$ cat src/logic/kmw_cfg.svh
// Constants of the keyboard and mouse wake configuration block.
// Assumes inclusion by bare name from every file that needs them.
`ifndef KMW_CFG_SVH
`define KMW_CFG_SVH

// ----------------------------------------------------------------
// Clock and timing
// ----------------------------------------------------------------
`define CLK_MHZ 200
`define DCLICK_MS 500
`define FRAME_TIMEOUT_US 100
`define DCLICK_CYCLES (`DCLICK_MS * 1000 * `CLK_MHZ)
`define FRAME_TIMEOUT_CYCLES (`FRAME_TIMEOUT_US * `CLK_MHZ)

// ----------------------------------------------------------------
// Register indexes (byte address is four times the index)
// ----------------------------------------------------------------
`define IDX_KBD_WAKE_CTRL 6'h04
`define IDX_PROTO_CTRL 6'h05
`define IDX_KBD_CAPTURE 6'h06
`define IDX_MOUSE_CAPTURE 6'h07
`define IDX_KEY_FIRST 6'h08
`define IDX_KEY_LAST 6'h0F
`define IDX_WAKE_STATUS 6'h10
`define IDX_WAKE_MASK 6'h11

// ----------------------------------------------------------------
// Reset values
// ----------------------------------------------------------------
`define RST_KBD_WAKE_CTRL 8'h40
`define RST_PROTO_CTRL 8'h10
`define RST_BYTE 8'h00

// ----------------------------------------------------------------
// Field positions
// ----------------------------------------------------------------
`define BIT_PARITY_OFF 7
`define MSB_MOUSE_SEL 6
`define LSB_MOUSE_SEL 4
`define MSB_KBD_SEL 3
`define BIT_PASSWORD 3
`define MSB_KBD_MODE 7
`define LSB_KBD_MODE 6
`define MSB_PM_EVT 5
`define MOUSE_SYNC_BIT 3
`define EV_KBD 0
`define EV_MOUSE 1
`define EV_PARITY 2

// ----------------------------------------------------------------
// Link byte codes and bus answers
// ----------------------------------------------------------------
`define KEY_WILDCARD 8'h00
`define SC_BREAK 8'hF0
`define SC_EXTEND 8'hE0
`define SC_LSHIFT 8'h12
`define SC_RSHIFT 8'h59
`define SC_ALT 8'h11
`define RESP_OKAY 2'h0
`define RESP_SLVERR 2'h2
`define DATA_BITS_LAST 3'h7

`endif

$ cat src/logic/kmw_pkg.sv
// Types of the keyboard and mouse wake configuration block.
// Assumes nothing beyond a SystemVerilog compiler.
package kmw_pkg;

	// ----------------------------------------------------------------
	// Link frame receiver states, one-hot
	// ----------------------------------------------------------------
	typedef enum logic [3:0] {
		RX_IDLE = 4'h1,
		RX_DATA = 4'h2,
		RX_PARITY = 4'h4,
		RX_STOP = 4'h8
	} rx_state_e;

	// ----------------------------------------------------------------
	// Keyboard wake modes
	// ----------------------------------------------------------------
	typedef enum logic [1:0] {
		KBD_MODE_SEQ = 2'h0,
		KBD_MODE_ANY = 2'h1,
		KBD_MODE_PM = 2'h2,
		KBD_MODE_RSVD = 2'h3
	} kbd_mode_e;

	typedef logic [7:0] byte_t;

endpackage : kmw_pkg

$ cat src/logic/ps2_frame_receiver.sv
// One listening end of a two-wire keyboard or mouse link.
// Assumes link clock and data are asynchronous pins; clk_in is much faster.
`timescale 1ns/10ps
`include "kmw_cfg.svh"

module ps2_frame_receiver
	import kmw_pkg::*;
#(
	parameter int unsigned TIMEOUT_CYCLES = `FRAME_TIMEOUT_CYCLES
) (
	input wire logic clk_in,
	input wire logic rst_in,
	input wire logic link_clk_in,
	input wire logic link_data_in,
	output logic byte_valid_out,
	output byte_t byte_out,
	output logic parity_ok_out
);

	// ----------------------------------------------------------------
	// Synchronisers
	// ----------------------------------------------------------------
	logic clk_s1_q, clk_s2_q, clk_s3_q; // Link clock sync plus edge history
	logic dat_s1_q, dat_s2_q; // Link data sync
	logic fall_c; // Falling link clock edge

	// Two flops per pin, third only for edge detect
	always_ff @(posedge clk_in) begin
		if (rst_in) begin
			clk_s1_q <= 1'b1;
			clk_s2_q <= 1'b1;
			clk_s3_q <= 1'b1;
			dat_s1_q <= 1'b1;
			dat_s2_q <= 1'b1;
		end else begin
			clk_s1_q <= link_clk_in;
			clk_s2_q <= clk_s1_q;
			clk_s3_q <= clk_s2_q;
			dat_s1_q <= link_data_in;
			dat_s2_q <= dat_s1_q;
		end
	end

	assign fall_c = clk_s3_q & ~clk_s2_q;

	// ----------------------------------------------------------------
	// Frame state machine
	// ----------------------------------------------------------------
	rx_state_e state_q; // Frame position
	logic [2:0] bit_cnt_q; // Data bit count
	byte_t shift_q; // Data, least significant bit first
	logic par_q; // Received parity bit
	logic [31:0] idle_cnt_q; // Cycles since last edge inside a frame

	// Start, eight data, odd parity, stop; stalled frame is dropped
	always_ff @(posedge clk_in) begin
		if (rst_in) begin
			state_q <= RX_IDLE;
			bit_cnt_q <= 3'h0;
			shift_q <= `RST_BYTE;
			par_q <= 1'b0;
			byte_valid_out <= 1'b0;
			byte_out <= `RST_BYTE;
			parity_ok_out <= 1'b0;
			idle_cnt_q <= 32'h0;
		end else begin
			byte_valid_out <= 1'b0;
			if (fall_c || state_q == RX_IDLE) begin
				idle_cnt_q <= 32'h0;
			end else begin
				idle_cnt_q <= idle_cnt_q + 32'h1;
			end
			if (state_q != RX_IDLE && idle_cnt_q >= TIMEOUT_CYCLES) begin
				// Other end stopped mid-frame
				state_q <= RX_IDLE;
			end else if (fall_c) begin
				case (state_q)
					RX_IDLE: begin
						if (!dat_s2_q) begin
							state_q <= RX_DATA;
							bit_cnt_q <= 3'h0;
						end
					end
					RX_DATA: begin
						shift_q <= {dat_s2_q, shift_q[7:1]};
						bit_cnt_q <= bit_cnt_q + 3'h1;
						if (bit_cnt_q == `DATA_BITS_LAST) begin
							state_q <= RX_PARITY;
						end
					end
					RX_PARITY: begin
						par_q <= dat_s2_q;
						state_q <= RX_STOP;
					end
					RX_STOP: begin
						// Only a proper stop bit yields a byte
						if (dat_s2_q) begin
							byte_valid_out <= 1'b1;
							byte_out <= shift_q;
							parity_ok_out <= ^{shift_q, par_q};
						end
						state_q <= RX_IDLE;
					end
					default: begin
						state_q <= RX_IDLE;
					end
				endcase
			end
		end
	end

endmodule : ps2_frame_receiver

$ cat src/logic/kbd_mouse_wake_config.sv
// Keyboard and mouse wake detector with its configuration registers.
// Assumes an AXI4-Lite master on clk_in and two listen-only link pin pairs.
//
// Decided for this implementation: the AXI4-Lite register port.
`timescale 1ns/10ps
`include "kmw_cfg.svh"

module kbd_mouse_wake_config
	import kmw_pkg::*;
#(
	parameter int unsigned DCLICK_CYCLES = `DCLICK_CYCLES,
	parameter int unsigned TIMEOUT_CYCLES = `FRAME_TIMEOUT_CYCLES
) (
	input wire logic clk_in,
	input wire logic rst_in,
	input wire logic [7:0] awaddr_in,
	input wire logic awvalid_in,
	output logic awready_out,
	input wire logic [31:0] wdata_in,
	input wire logic [3:0] wstrb_in,
	input wire logic wvalid_in,
	output logic wready_out,
	output logic [1:0] bresp_out,
	output logic bvalid_out,
	input wire logic bready_in,
	input wire logic [7:0] araddr_in,
	input wire logic arvalid_in,
	output logic arready_out,
	output logic [31:0] rdata_out,
	output logic [1:0] rresp_out,
	output logic rvalid_out,
	input wire logic rready_in,
	input wire logic kbd_clk_in,
	input wire logic kbd_data_in,
	input wire logic mouse_clk_in,
	input wire logic mouse_data_in,
	input wire logic wake_ack_in,
	output logic wake_event_out,
	output logic irq_out
);

	// ----------------------------------------------------------------
	// Declarations
	// ----------------------------------------------------------------
	logic [7:0] aw_addr_q; // Held write address
	byte_t w_data_q; // Held write data, low lane
	logic w_strb_q; // Held low-lane strobe
	logic wr_en_c; // Write carried out this cycle
	logic [5:0] wr_idx_c; // Write register index
	byte_t kbd_ctrl_q; // Keyboard wake control
	byte_t proto_q; // Protocol control
	byte_t key_q [0:7]; // Stored key bytes
	byte_t kbd_cap_q; // Keyboard shift capture
	logic [2:0] mouse_cap_q; // Mouse shift capture
	logic [2:0] status_q; // Sticky event status
	logic [2:0] mask_q; // Interrupt mask
	logic [2:0] status_set_c; // Events this cycle
	logic [2:0] status_clr_c; // Write-one-to-clear bits
	logic cfg_wr_c; // Either wake control written
	kbd_mode_e kbd_mode_c; // Keyboard wake mode
	logic [3:0] kbd_sel_c; // Keyboard event field
	logic [2:0] mouse_sel_c; // Mouse event field
	logic parity_off_c; // Parity check skipped
	logic kbd_en_c, mouse_en_c; // Detection enabled
	logic kb_valid, kb_par; // Keyboard receiver outputs
	byte_t kb_byte;
	logic ms_valid, ms_par; // Mouse receiver outputs
	byte_t ms_byte;
	logic kb_ok_c, ms_ok_c; // Accepted bytes
	logic brk_q; // Next keyboard byte is a break code
	logic make_c; // Accepted byte is a plain make code
	logic cmp_valid_c; // Byte offered to the sequence matchers
	logic [3:0] len_c [0:2]; // Sequence length per matcher
	logic [2:0] kbd_hit_c; // Matcher completions
	logic kbd_match_c, mouse_match_c; // Wake conditions met
	logic [1:0] pkt_cnt_q; // Byte position in mouse packet
	logic [2:0] btn_q; // Buttons of current packet
	logic [2:0] prev_btn_q; // Buttons of previous packet
	logic move_q; // Movement seen in current packet
	logic [2:0] dbl_btn_q; // Buttons of last click
	logic [31:0] dclick_cnt_q; // Double-click window left
	logic pkt_done_c; // Mouse packet completed
	logic [2:0] press_c, dbl_c; // Clicks and double clicks
	logic wake_q, irq_q; // Output flops
	byte_t rd_byte_c; // Read mux result
	logic rd_err_c; // Unmapped read

	// ----------------------------------------------------------------
	// AXI4-Lite write channels
	// ----------------------------------------------------------------
	assign wr_en_c = !awready_out && !wready_out && !bvalid_out;
	assign wr_idx_c = aw_addr_q[7:2];

	// Address and data taken in either order, answer after both
	always_ff @(posedge clk_in) begin
		if (rst_in) begin
			awready_out <= 1'b1;
			wready_out <= 1'b1;
			bvalid_out <= 1'b0;
			bresp_out <= `RESP_OKAY;
			aw_addr_q <= 8'h00;
			w_data_q <= `RST_BYTE;
			w_strb_q <= 1'b0;
		end else begin
			if (awvalid_in && awready_out) begin
				aw_addr_q <= awaddr_in;
				awready_out <= 1'b0;
			end
			if (wvalid_in && wready_out) begin
				w_data_q <= wdata_in[7:0];
				w_strb_q <= wstrb_in[0];
				wready_out <= 1'b0;
			end
			if (wr_en_c) begin
				bvalid_out <= 1'b1;
				bresp_out <= (wr_idx_c > `IDX_WAKE_MASK || wr_idx_c < `IDX_KBD_WAKE_CTRL) ?
					`RESP_SLVERR : `RESP_OKAY;
			end else if (bvalid_out && bready_in) begin
				bvalid_out <= 1'b0;
				awready_out <= 1'b1;
				wready_out <= 1'b1;
			end
		end
	end

	// ----------------------------------------------------------------
	// Writable registers
	// ----------------------------------------------------------------
	// Control, keys and mask; read-only indexes ignore writes
	always_ff @(posedge clk_in) begin
		if (rst_in) begin
			kbd_ctrl_q <= `RST_KBD_WAKE_CTRL;
			proto_q <= `RST_PROTO_CTRL;
			mask_q <= 3'h0;
			for (int i = 0; i < 8; i++) begin
				key_q[i] <= `RST_BYTE;
			end
		end else if (wr_en_c && w_strb_q) begin
			if (wr_idx_c == `IDX_KBD_WAKE_CTRL) begin
				kbd_ctrl_q <= w_data_q;
			end else if (wr_idx_c == `IDX_PROTO_CTRL) begin
				proto_q <= w_data_q;
			end else if (wr_idx_c >= `IDX_KEY_FIRST && wr_idx_c <= `IDX_KEY_LAST) begin
				key_q[wr_idx_c[2:0]] <= w_data_q;
			end else if (wr_idx_c == `IDX_WAKE_MASK) begin
				mask_q <= w_data_q[2:0];
			end
		end
	end

	assign cfg_wr_c = wr_en_c && w_strb_q && (wr_idx_c == `IDX_KBD_WAKE_CTRL || wr_idx_c == `IDX_PROTO_CTRL);

	// ----------------------------------------------------------------
	// Field decode
	// ----------------------------------------------------------------
	assign kbd_mode_c = kbd_mode_e'(kbd_ctrl_q[`MSB_KBD_MODE:`LSB_KBD_MODE]);
	assign kbd_sel_c = proto_q[`MSB_KBD_SEL:0];
	assign mouse_sel_c = proto_q[`MSB_MOUSE_SEL:`LSB_MOUSE_SEL];
	assign parity_off_c = proto_q[`BIT_PARITY_OFF];
	// Keyboard field matters only in sequence mode; zero disables
	assign kbd_en_c = (kbd_mode_c == KBD_MODE_ANY) ||
		(kbd_mode_c == KBD_MODE_SEQ && kbd_sel_c != 4'h0) ||
		(kbd_mode_c == KBD_MODE_PM && kbd_ctrl_q[`MSB_PM_EVT:0] != 6'h00);
	assign mouse_en_c = mouse_sel_c != 3'h0;

	// ----------------------------------------------------------------
	// Link receivers
	// ----------------------------------------------------------------
	ps2_frame_receiver #(.TIMEOUT_CYCLES(TIMEOUT_CYCLES)) kbd_rx (
		.clk_in(clk_in),
		.rst_in(rst_in),
		.link_clk_in(kbd_clk_in),
		.link_data_in(kbd_data_in),
		.byte_valid_out(kb_valid),
		.byte_out(kb_byte),
		.parity_ok_out(kb_par)
	);

	ps2_frame_receiver #(.TIMEOUT_CYCLES(TIMEOUT_CYCLES)) mouse_rx (
		.clk_in(clk_in),
		.rst_in(rst_in),
		.link_clk_in(mouse_clk_in),
		.link_data_in(mouse_data_in),
		.byte_valid_out(ms_valid),
		.byte_out(ms_byte),
		.parity_ok_out(ms_par)
	);

	// Bad parity drops the byte unless checking is off
	assign kb_ok_c = kbd_en_c && kb_valid && (kb_par || parity_off_c);
	assign ms_ok_c = mouse_en_c && ms_valid && (ms_par || parity_off_c);

	// ----------------------------------------------------------------
	// Shift captures
	// ----------------------------------------------------------------
	// Updated only while the matching detection is enabled
	always_ff @(posedge clk_in) begin
		if (rst_in) begin
			kbd_cap_q <= `RST_BYTE;
			mouse_cap_q <= 3'h0;
		end else begin
			if (kbd_en_c && kb_valid) begin
				kbd_cap_q <= kb_byte;
			end
			if (mouse_en_c && ms_valid) begin
				mouse_cap_q <= ms_byte[2:0];
			end
		end
	end

	// ----------------------------------------------------------------
	// Keyboard byte filtering
	// ----------------------------------------------------------------
	// Remember that the next byte ends a key, not starts one
	always_ff @(posedge clk_in) begin
		if (rst_in) begin
			brk_q <= 1'b0;
		end else if (kb_ok_c) begin
			brk_q <= (kb_byte == `SC_BREAK);
		end
	end

	assign make_c = kb_ok_c && !brk_q && kb_byte != `SC_BREAK && kb_byte != `SC_EXTEND;
	// Password mode sees make codes only, both shifts and Alt excluded
	assign cmp_valid_c = (kbd_mode_c == KBD_MODE_SEQ && kbd_sel_c[`BIT_PASSWORD]) ?
		(make_c && kb_byte != `SC_LSHIFT && kb_byte != `SC_RSHIFT && kb_byte != `SC_ALT) :
		kb_ok_c;

	// ----------------------------------------------------------------
	// Sequence lengths per matcher
	// ----------------------------------------------------------------
	// Sequence mode uses one matcher over all keys, power keys three
	always_comb begin
		len_c[0] = 4'h0;
		len_c[1] = 4'h0;
		len_c[2] = 4'h0;
		if (kbd_mode_c == KBD_MODE_SEQ && kbd_sel_c != 4'h0) begin
			len_c[0] = {1'b0, kbd_sel_c[2:0]} + 4'h1;
		end else if (kbd_mode_c == KBD_MODE_PM) begin
			len_c[0] = {2'h0, kbd_ctrl_q[1:0]};
			len_c[1] = {2'h0, kbd_ctrl_q[3:2]};
			len_c[2] = (kbd_ctrl_q[5:4] == 2'h3) ? 4'h0 : {2'h0, kbd_ctrl_q[5:4]};
		end
	end

	// ----------------------------------------------------------------
	// Sequence matchers
	// ----------------------------------------------------------------
	for (genvar g = 0; g < 3; g++) begin : matcher
		localparam logic [2:0] BASE = 3'(g * 3);
		logic [3:0] idx_q; // Keys matched so far
		byte_t key_c; // Key expected next
		logic hit_c; // Byte matches expected key
		assign key_c = key_q[3'(BASE + idx_q[2:0])];
		assign hit_c = (key_c == `KEY_WILDCARD) || (key_c == kb_byte);
		assign kbd_hit_c[g] = cmp_valid_c && hit_c && len_c[g] != 4'h0 && 4'(idx_q + 4'h1) == len_c[g];

		// Walk stored keys in order, restart on miss or reconfiguration
		always_ff @(posedge clk_in) begin
			if (rst_in) begin
				idx_q <= 4'h0;
			end else if (cfg_wr_c || len_c[g] == 4'h0) begin
				idx_q <= 4'h0;
			end else if (cmp_valid_c) begin
				if (!hit_c || kbd_hit_c[g]) begin
					idx_q <= 4'h0;
				end else begin
					idx_q <= idx_q + 4'h1;
				end
			end
		end
	end

	assign kbd_match_c = (kbd_mode_c == KBD_MODE_ANY) ? make_c : (|kbd_hit_c);

	// ----------------------------------------------------------------
	// Mouse packet assembly
	// ----------------------------------------------------------------
	assign pkt_done_c = ms_ok_c && pkt_cnt_q == 2'h2;

	// Three-byte packets; first byte must carry the sync bit
	always_ff @(posedge clk_in) begin
		if (rst_in) begin
			pkt_cnt_q <= 2'h0;
			btn_q <= 3'h0;
			move_q <= 1'b0;
			prev_btn_q <= 3'h0;
		end else if (cfg_wr_c) begin
			pkt_cnt_q <= 2'h0;
		end else if (ms_ok_c) begin
			case (pkt_cnt_q)
				2'h0: begin
					if (ms_byte[`MOUSE_SYNC_BIT]) begin
						btn_q <= ms_byte[2:0];
						move_q <= 1'b0;
						pkt_cnt_q <= 2'h1;
					end
				end
				2'h1: begin
					move_q <= ms_byte != `RST_BYTE;
					pkt_cnt_q <= 2'h2;
				end
				default: begin
					prev_btn_q <= btn_q;
					pkt_cnt_q <= 2'h0;
				end
			endcase
		end
	end

	assign press_c = pkt_done_c ? (btn_q & ~prev_btn_q) : 3'h0;
	assign dbl_c = press_c & dbl_btn_q & {3{dclick_cnt_q != 32'h0}};

	// ----------------------------------------------------------------
	// Double-click window
	// ----------------------------------------------------------------
	// Second press of the same button inside the window is a double
	always_ff @(posedge clk_in) begin
		if (rst_in) begin
			dbl_btn_q <= 3'h0;
			dclick_cnt_q <= 32'h0;
		end else if (press_c != 3'h0) begin
			if (dbl_c != 3'h0) begin
				dbl_btn_q <= 3'h0;
				dclick_cnt_q <= 32'h0;
			end else begin
				dbl_btn_q <= press_c;
				dclick_cnt_q <= DCLICK_CYCLES;
			end
		end else if (dclick_cnt_q != 32'h0) begin
			dclick_cnt_q <= dclick_cnt_q - 32'h1;
		end
	end

	// Mouse wake condition by selected code
	always_comb begin
		case (mouse_sel_c)
			3'h1: mouse_match_c = pkt_done_c && (move_q || btn_q != 3'h0 || press_c != 3'h0);
			3'h2: mouse_match_c = press_c[0];
			3'h3: mouse_match_c = dbl_c[0];
			3'h4: mouse_match_c = press_c[1];
			3'h5: mouse_match_c = dbl_c[1];
			3'h6: mouse_match_c = press_c != 3'h0;
			3'h7: mouse_match_c = dbl_c != 3'h0;
			default: mouse_match_c = 1'b0;
		endcase
	end

	// ----------------------------------------------------------------
	// Event status, interrupt and wake output
	// ----------------------------------------------------------------
	assign status_set_c[`EV_KBD] = kbd_match_c;
	assign status_set_c[`EV_MOUSE] = mouse_match_c;
	assign status_set_c[`EV_PARITY] = ((kbd_en_c && kb_valid && !kb_par) ||
		(mouse_en_c && ms_valid && !ms_par)) && !parity_off_c;
	assign status_clr_c = (wr_en_c && w_strb_q && wr_idx_c == `IDX_WAKE_STATUS) ? w_data_q[2:0] : 3'h0;

	// Sticky bits; a new event wins over a clear in the same cycle
	always_ff @(posedge clk_in) begin
		if (rst_in) begin
			status_q <= 3'h0;
		end else begin
			status_q <= (status_q & ~status_clr_c) | status_set_c;
		end
	end

	// Wake level held until the wake logic acknowledges it
	always_ff @(posedge clk_in) begin
		if (rst_in) begin
			wake_q <= 1'b0;
		end else if (kbd_match_c || mouse_match_c) begin
			wake_q <= 1'b1;
		end else if (wake_ack_in) begin
			wake_q <= 1'b0;
		end
	end

	// Interrupt level from unmasked status
	always_ff @(posedge clk_in) begin
		if (rst_in) begin
			irq_q <= 1'b0;
		end else begin
			irq_q <= |(status_q & mask_q);
		end
	end

	assign wake_event_out = wake_q;
	assign irq_out = irq_q;

	// ----------------------------------------------------------------
	// AXI4-Lite read channel
	// ----------------------------------------------------------------
	// Read data by register index
	always_comb begin
		rd_byte_c = `RST_BYTE;
		rd_err_c = 1'b0;
		if (araddr_in[7:2] == `IDX_KBD_WAKE_CTRL) begin
			rd_byte_c = kbd_ctrl_q;
		end else if (araddr_in[7:2] == `IDX_PROTO_CTRL) begin
			rd_byte_c = proto_q;
		end else if (araddr_in[7:2] == `IDX_KBD_CAPTURE) begin
			rd_byte_c = kbd_cap_q;
		end else if (araddr_in[7:2] == `IDX_MOUSE_CAPTURE) begin
			rd_byte_c = {5'h00, mouse_cap_q};
		end else if (araddr_in[7:2] >= `IDX_KEY_FIRST && araddr_in[7:2] <= `IDX_KEY_LAST) begin
			rd_byte_c = key_q[araddr_in[4:2]];
		end else if (araddr_in[7:2] == `IDX_WAKE_STATUS) begin
			rd_byte_c = {5'h00, status_q};
		end else if (araddr_in[7:2] == `IDX_WAKE_MASK) begin
			rd_byte_c = {5'h00, mask_q};
		end else begin
			rd_err_c = 1'b1;
		end
	end

	// Address taken, data answered on the next edge
	always_ff @(posedge clk_in) begin
		if (rst_in) begin
			arready_out <= 1'b1;
			rvalid_out <= 1'b0;
			rdata_out <= 32'h0000_0000;
			rresp_out <= `RESP_OKAY;
		end else if (arvalid_in && arready_out) begin
			arready_out <= 1'b0;
			rvalid_out <= 1'b1;
			rdata_out <= {24'h00_0000, rd_byte_c};
			rresp_out <= rd_err_c ? `RESP_SLVERR : `RESP_OKAY;
		end else if (rvalid_out && rready_in) begin
			rvalid_out <= 1'b0;
			arready_out <= 1'b1;
		end
	end

endmodule : kbd_mouse_wake_config

$ cat config.mk
export PLATFORM = sky130hd
export DESIGN_NAME = kbd_mouse_wake_config
export DESIGN_NICKNAME = d
export VERILOG_FILES = /design/src/logic/kmw_pkg.sv /design/src/logic/ps2_frame_receiver.sv /design/src/logic/kbd_mouse_wake_config.sv
export VERILOG_INCLUDE_DIRS = /design/src /design/src/logic
export SDC_FILE = /design/constraint.sdc
export NUM_CORES = 1
export LEC_CHECK = 0
export BUFFER_PORTS_ARGS = -buffer_cell sky130_fd_sc_hd__buf_2
export CAP_MARGIN = 20
export CORE_MARGIN = 2
export CORE_UTILIZATION = 61
export DETAILED_ROUTE_END_ITERATION = 8
export PLACE_DENSITY = 0.8
export RECOVER_POWER = 50
export SYNTH_ARGS = -nofsm -noshare
export SYNTH_HDL_FRONTEND = slang
export SYNTH_SLANG_ARGS = --single-unit
$ cat constraint.sdc
create_clock -name clk_in -period 3.6 [get_ports clk_in]
set_input_delay 0.36 -clock clk_in [delete_from_list [all_inputs] [get_ports clk_in]]
set_output_delay 0.36 -clock clk_in [all_outputs]
set_load 0.01 [all_outputs]
; ---- Word-level counts from Yosys, hierarchy flattened
; Memories as Yosys holds them, arrays and structs flattened. A register that Yosys moved wholly into a read port is not among the register bits.
; Index checks and enable logic that the tools add are counted.
[totals]
reg_bits = 252
ramBits = 64
input_bits = 64
output_inout_bits = 43
elab_cells = 355
mem_count = 1
[classes]
addsub = 11
order_cmp = 8
n_eq_ne = 51
muxes = 75
n_bitwise = 23
reduce_logical = 131
[memory_table]
columns = memory, words, word_bits, read_ports, rd_clocked_by_memory_dff, write_ports, line
row1 = key_q, 8, 8, 4, 1, 8, kbd_mouse_wake_config.sv:52  ; byte_t key_q [0:7];
[op_table]
columns = cell, count
row1 = $add A32 B1 Y32 const B, 2
row2 = $ge A32 B15 Y1 const B, 2
row3 = $mux W32, 2
row4 = $mux W8, 7
row5 = $logic_and A1 B1 Y1, 41
row6 = $eq A6 B3 Y1 const B, 6
row7 = $mux W1, 35
row8 = $mux W4, 8
row9 = $reduce_bool A32 Y1, 1
row10 = $sub A32 B1 Y32 const B, 1
row11 = $mux W3, 10
row12 = $mux W27, 1
row13 = $eq A6 B5 Y1 const B, 4
row14 = $eq A8 B8 Y1, 3
row15 = $logic_not A8 Y1, 3
row16 = $pmux W4 S3, 2
row17 = $reduce_and A3 Y1, 8
row18 = $reduce_and A4 Y1, 6
row19 = $logic_or A1 B1 Y1, 21
row20 = $eq A3 B3 Y1 const B, 6
row21 = $reduce_or A2 Y1, 9
row22 = $reduce_xor A9 Y1, 2
row23 = $ne A8 B5 Y1 const B, 2
row24 = $ne A8 B8 Y1 const B, 2
row25 = other kinds (47), 115

; ---- Longest topological paths before layout
[logic_depth]
depth_word = 20
ltp_mapped = 11
ltp_nobuf = 9

; ---- By module
; From an unflattened synthesis, not the netlist that was laid out.
[unflattened]
hier_cells = 1793
hier_area_um2 = 16955.0
[by_module_without_submodules]
columns = mod, n_inst, cells_per_inst, area_per_inst_um2, seq_area_each_um2
row1 = kbd_mouse_wake_config, 1, 1182, 11332.1, 4424.2
row2 = ps2_frame_receiver at mouse_rx, 1, 307, 2831.5, 1261.2
row3 = ps2_frame_receiver at kbd_rx, 1, 304, 2791.4, 1261.2

; ---- Least setup slack after synthesis
; Ideal clock, no wire load.
[synth_timing]
kind = register to register
from = reg matcher[1].idx_q[0]
to = reg matcher[1].idx_q[3]
setup_time_ns = 0.070
arrival_time_ns = 2.901
t_required_ns = 3.530
slack_ns = 0.628
path_stages_with_launch = 12
n_path_buf = 2
period_less_slack_ns = 2.972
cell_sequence = dfxtp_1 buf_2 inv_1 ha_1 clkbuf_1 mux4_2 xnor2_1 nand4_1 o211ai_1 nand2_1 or4_1 a21oi_1
[synth_via]
elab_chain_len = 9
elab_cells_between_ends = 13
cone_classes = 2 x add/sub / 2 x eq/ne / 1 x mux / 7 x reduce/logical / 1 x memory
[synth_rtl]
columns = element, line
row1 = from (decl), kbd_mouse_wake_config.sv:251  ; logic [3:0] idx_q;
row2 = from (signal assigned), kbd_mouse_wake_config.sv:268  ; idx_q <= idx_q + 4'h1;
row3 = $add A2 B3 Y3, kbd_mouse_wake_config.sv:254  ; assign key_c = key_q[3'(BASE + idx_q[2:0])];
row4 = $mem_v2 Z8 W8, --
row5 = $eq A8 B8 Y1 or $logic_not A8 Y1 (tied branches), --
row6 = $logic_or A1 B1 Y1, kbd_mouse_wake_config.sv:255  ; assign hit_c = (key_c == `KEY_WILDCARD) || (key_c == kb_byte);
row7 = $logic_and A1 B1 Y1 (3 in a row), kbd_mouse_wake_config.sv:256  ; assign kbd_hit_c[g] = cmp_valid_c && hit_c && len_c[g] != 4'h0 && 4'(idx_q + 4'h1) == len_c[g];
row8 = $logic_or A1 B1 Y1, kbd_mouse_wake_config.sv:265  ; if (!hit_c || kbd_hit_c[g]) begin
row9 = $mux W4 *, kbd_mouse_wake_config.sv:265
; Mark *: on every way between the ends. The rest lies on a longest branch, timed or not.
; A chain may end at the register's enable or synchronous reset.

; ---- Final worst setup path
[layout_timing]
from = reg wready_out
to = reg kbd_ctrl_q[4]
[layout_via]
elab_chain_len = 5
[layout_rtl]
columns = element, line
row1 = from (decl), kbd_mouse_wake_config.sv:22  ; output logic wready_out,
row2 = from (signal assigned), kbd_mouse_wake_config.sv:98  ; wready_out <= 1'b1;
row3 = from (signal assigned), kbd_mouse_wake_config.sv:112  ; wready_out <= 1'b0;
row4 = from (signal assigned), kbd_mouse_wake_config.sv:121  ; wready_out <= 1'b1;
row5 = $logic_not A1 Y1, kbd_mouse_wake_config.sv:91  ; assign wr_en_c = !awready_out && !wready_out && !bvalid_out;
row6 = $logic_and A1 B1 Y1 (2 in a row), kbd_mouse_wake_config.sv:91
row7 = $logic_and A1 B1 Y1, kbd_mouse_wake_config.sv:138  ; end else if (wr_en_c && w_strb_q) begin
row8 = $reduce_and A2 Y1 (no line), --
row9 = to (signal assigned), kbd_mouse_wake_config.sv:132  ; kbd_ctrl_q <= `RST_KBD_WAKE_CTRL;
row10 = to (signal assigned), kbd_mouse_wake_config.sv:140  ; kbd_ctrl_q <= w_data_q;
row11 = to (decl), kbd_mouse_wake_config.sv:50  ; byte_t kbd_ctrl_q;
; No other way between the ends.

==> results_dict.tcl <==
set metrics [dict create \
    timing.rr.start "wready_out$_SDFF_PP1_" \
    timing_worst_slew_pin_value_ps 1630 \
    clock-skew-final_ps 13.8 \
    drt_iter0_markers 1449 \
    dp_slack_ps 612 \
    syn-instance-count 1742 \
    grtUsageTotal 0.292 \
    max_cap_violations 1 \
    finalSetupViolCount 0 \
    max_stage_delay_ps 550 \
    synth_top_cell_by_area "dfxtp_1" \
    port-buffer-count 49 \
    timing.final.hold_violations 0 \
    cts-root-to-sink-buffers 3 \
    p_per_area_mw_per_mm2 503 \
    synth.yosys.seq_area_share 0.419 \
    crit_fanout 13 \
    clk-insertion-delay-late_ps 530 \
    path_class "flop to flop" \
    drtPass1Iterations 6 \
    path_cells "or3_1, nor3b_1, nor4b_1, clkbuf_1, nor2b_1, nand2_1, a21oi_1" \
    yosys.cell_types.count 84 \
    setup_slack_ps 433 \
    grt_antenna_before_repair 1 \
    startpoint_type_of_the_worst_setup_path "flop" \
    final_period_minus_worst_setup_slack_ps 3170 \
    tritoncts.num_buffers 35 \
    clk_pin_slew_ps 60 \
    post_cts_hold_buffer_count 1 \
    worstPathRequired_ps 4030 \
    rsz0062_at_grt "no" \
    drt-wirelength-per-cell_um 19.2 \
    io_pins 107 \
    fillCellCount 2104 \
    die_y_um 169 \
    global_route_total_overflow 0 \
    antenna_left 0 \
    tritoncts "done" \
    num_rows 60 \
    placeableCoreArea_mm2 0.0268 \
    grt_start_max_net_pins 73 \
    synth-edff-count 64 \
    start_util 0.619 \
    area_delta_synth_final_pct 9.45 \
    timing.critical_path.from "wready_out$_SDFF_PP1_" \
    detailed_placer_s_ending_hpwl_um 29100 \
    post-synth-top-count-cell "dfxtp_1" \
    number_of_antenna_repair_diodes 0 \
    hold_path_class "input pin to flop" \
    place.gp.congestion 0.977 \
    post_synth.cell_area_avg_um2 9.52 \
    synth_ff_type "dfxtp_1" \
    crit_slowest_cell "clkbuf_1" \
    cp_num_buf_inv 1 \
    grt_first_pass_wirelength_um 66700 \
    floorplan.die_area_mm2 0.0285 \
    failed_checks "max-capacitance violations, max-slew violations" \
    netlist_top_cells_area "dfxtp_1, edfxtp_1, mux4_2" \
    cts_repair_resize_count 0 \
    route.vias.total 13425 \
    htreeDepth 2 \
    summed_instance_area_of_the_synthesized_netlist_mm2 0.0166 \
    cts.sinks 315 \
    routed_wl_um 41200 \
    p_leak_nw 6.53 \
    synth.yosys.warnings 0 \
    fraction_of_registers_with_async_set_or_reset_after_synthesis 0 \
    root_buffer "clkbuf_16" \
    cp-end-kind "flop" \
    crit_arrival_ps 3600 \
    hold_path.startpoint "kbd_clk_in" \
    final_max_slew_viol_count 39 \
    fin_nets 1853 \
    status "complete, but fails checks" \
    die_w_um 169 \
    list_of_most_frequent_post_synthesis_cells "dfxtp_1, nor2_1, nand2_1" \
    tns_ps 0 \
    power.ir.vdd_worst_v 0.000458 \
    drive_above_1_share 0.111 \
    critical-path-top-delay-family "simple AND/OR/NAND/NOR gates" \
    max_freq_mhz 316 \
    post-route-drc-count 0 \
    post_drt_via_cell_ratio 6.27 \
    synth.top_cell.area_share 0.303 \
    final.period_utilization 0.880 \
    via_count_of_the_first_global_routing_pass 12794 \
    buffer_count_from_post_cts_setup_fixing 0 \
    slew_headroom -0.0849 \
    synth-seq-cells 315 \
]
placed cells by master, fill, tap and decap left out, types with 33 or more instances in the layout:
| cell | instances |
|---|---|
| dfxtp_1 | 251 |
| nor2_1 | 224 |
| nand2_1 | 129 |
| mux2i_1 | 110 |
| a21oi_1 | 95 |
| nand3_1 | 70 |
| xor2_1 | 69 |
| xnor2_1 | 69 |
| edfxtp_1 | 64 |
| mux4_2 | 52 |
| and2_1 | 45 |
| clkbuf_1 | 38 |
| nor4_1 | 37 |
| clkbuf_16 | 36 |
| nand4_1 | 33 |
path summary, 6_finish.rpt:
path,end,slack (ps),depth (start not counted)
max reg2reg,kbd_ctrl_q[4]$_SDFFE_PP0P_,430,7
min reg2reg,mouse_rx.clk_s2_q$_SDFF_PP1_,410,1
min,kbd_rx.clk_s1_q$_SDFF_PP1_,20,2
max,kbd_ctrl_q[4]$_SDFFE_PP0P_,430,7
layer usage:
metal  part of all wire  global-route usage  up-vias
li1                   -                   -     6264
met1               0.42               0.397     6372
met2               0.44               0.462      651
met3              0.092              0.0475      138
met4              0.044               0.136        0
met5                  0                   0        -
metrics by stage:
stage | utilization | std cells | total power [W] | hold WS, ps | area [um^2]
5_1_grt | 0.677 | 2141 | 0.00952 | 11.0 | 18100
3_5_place_dp | 0.636 | 2074 | 0.00561 | 393 | 17000
3_3_place_gp | 0.636 | 2074 | 0.00555 | 394 | 17000
6_report | 0.677 | 2141 | 0.00912 | 19.2 | 18100
2_1_floorplan | - | 1767 | 0.00529 | 389 | 16700
4_1_cts | 0.680 | 2139 | 0.00917 | 7.36 | 18200
sequential cells by signal, summed over array words and instances, names as in the netlist, 6 cells and up, named ones only:
register	cells
w_data_q	8
kbd_rx.idle_cnt_q	32
proto_q	8
matcher.idx_q	12
kbd_rx.byte_out	8
dclick_cnt_q	32
key_q	64
aw_addr_q	6
kbd_cap_q	8
mouse_rx.idle_cnt_q	32
rdata_out	8
mouse_rx.byte_out	8
kbd_ctrl_q	8
kbd_rx.shift_q	8
mouse_rx.shift_q	8
worst register-to-register path: stages, from the launching register on:
cell and delay [ps]:
dfxtp_1 420, or3_1 440, nor3b_1 520, nor4b_1 310
clkbuf_1 550, nor2b_1 520, nand2_1 130, a21oi_1 170
cell families (layout without fill, tap and decap cells):
| group | Yosys count | count (layout) | share of synthesized area |
|---|---|---|---|
| xor+xnor | 138 | 138 | 0.0729 |
| flops | 315 | 315 | 0.419 |
| other cells | 1 | 26 | 0.000226 |
| mux | 166 | 166 | 0.140 |
| compound gates | 224 | 224 | 0.0867 |
| fa+ha+maj | 16 | 16 | 0.0121 |
| buf+inv | 143 | 176 | 0.0402 |
| simple gates | 739 | 739 | 0.229 |
area by class of cell:
cell class / instances / area, um^2 / area share
multi-input combinational: 1309 / 9050 / 0.499
sequential: 315 / 6950 / 0.383
clock buffer: 49 / 993 / 0.0548
timing repair buffer: 83 / 443 / 0.0244
tap: 341 / 427 / 0.0235
clock inverter: 15 / 175 / 0.00965
inverter: 29 / 109 / 0.00600
power by group:
group          switching [W]  internal, W
sequential          0.000266      0.00382
clock                0.00147      0.00210
combinational       0.000821     0.000643
Power figures use the tool's default switching activity.
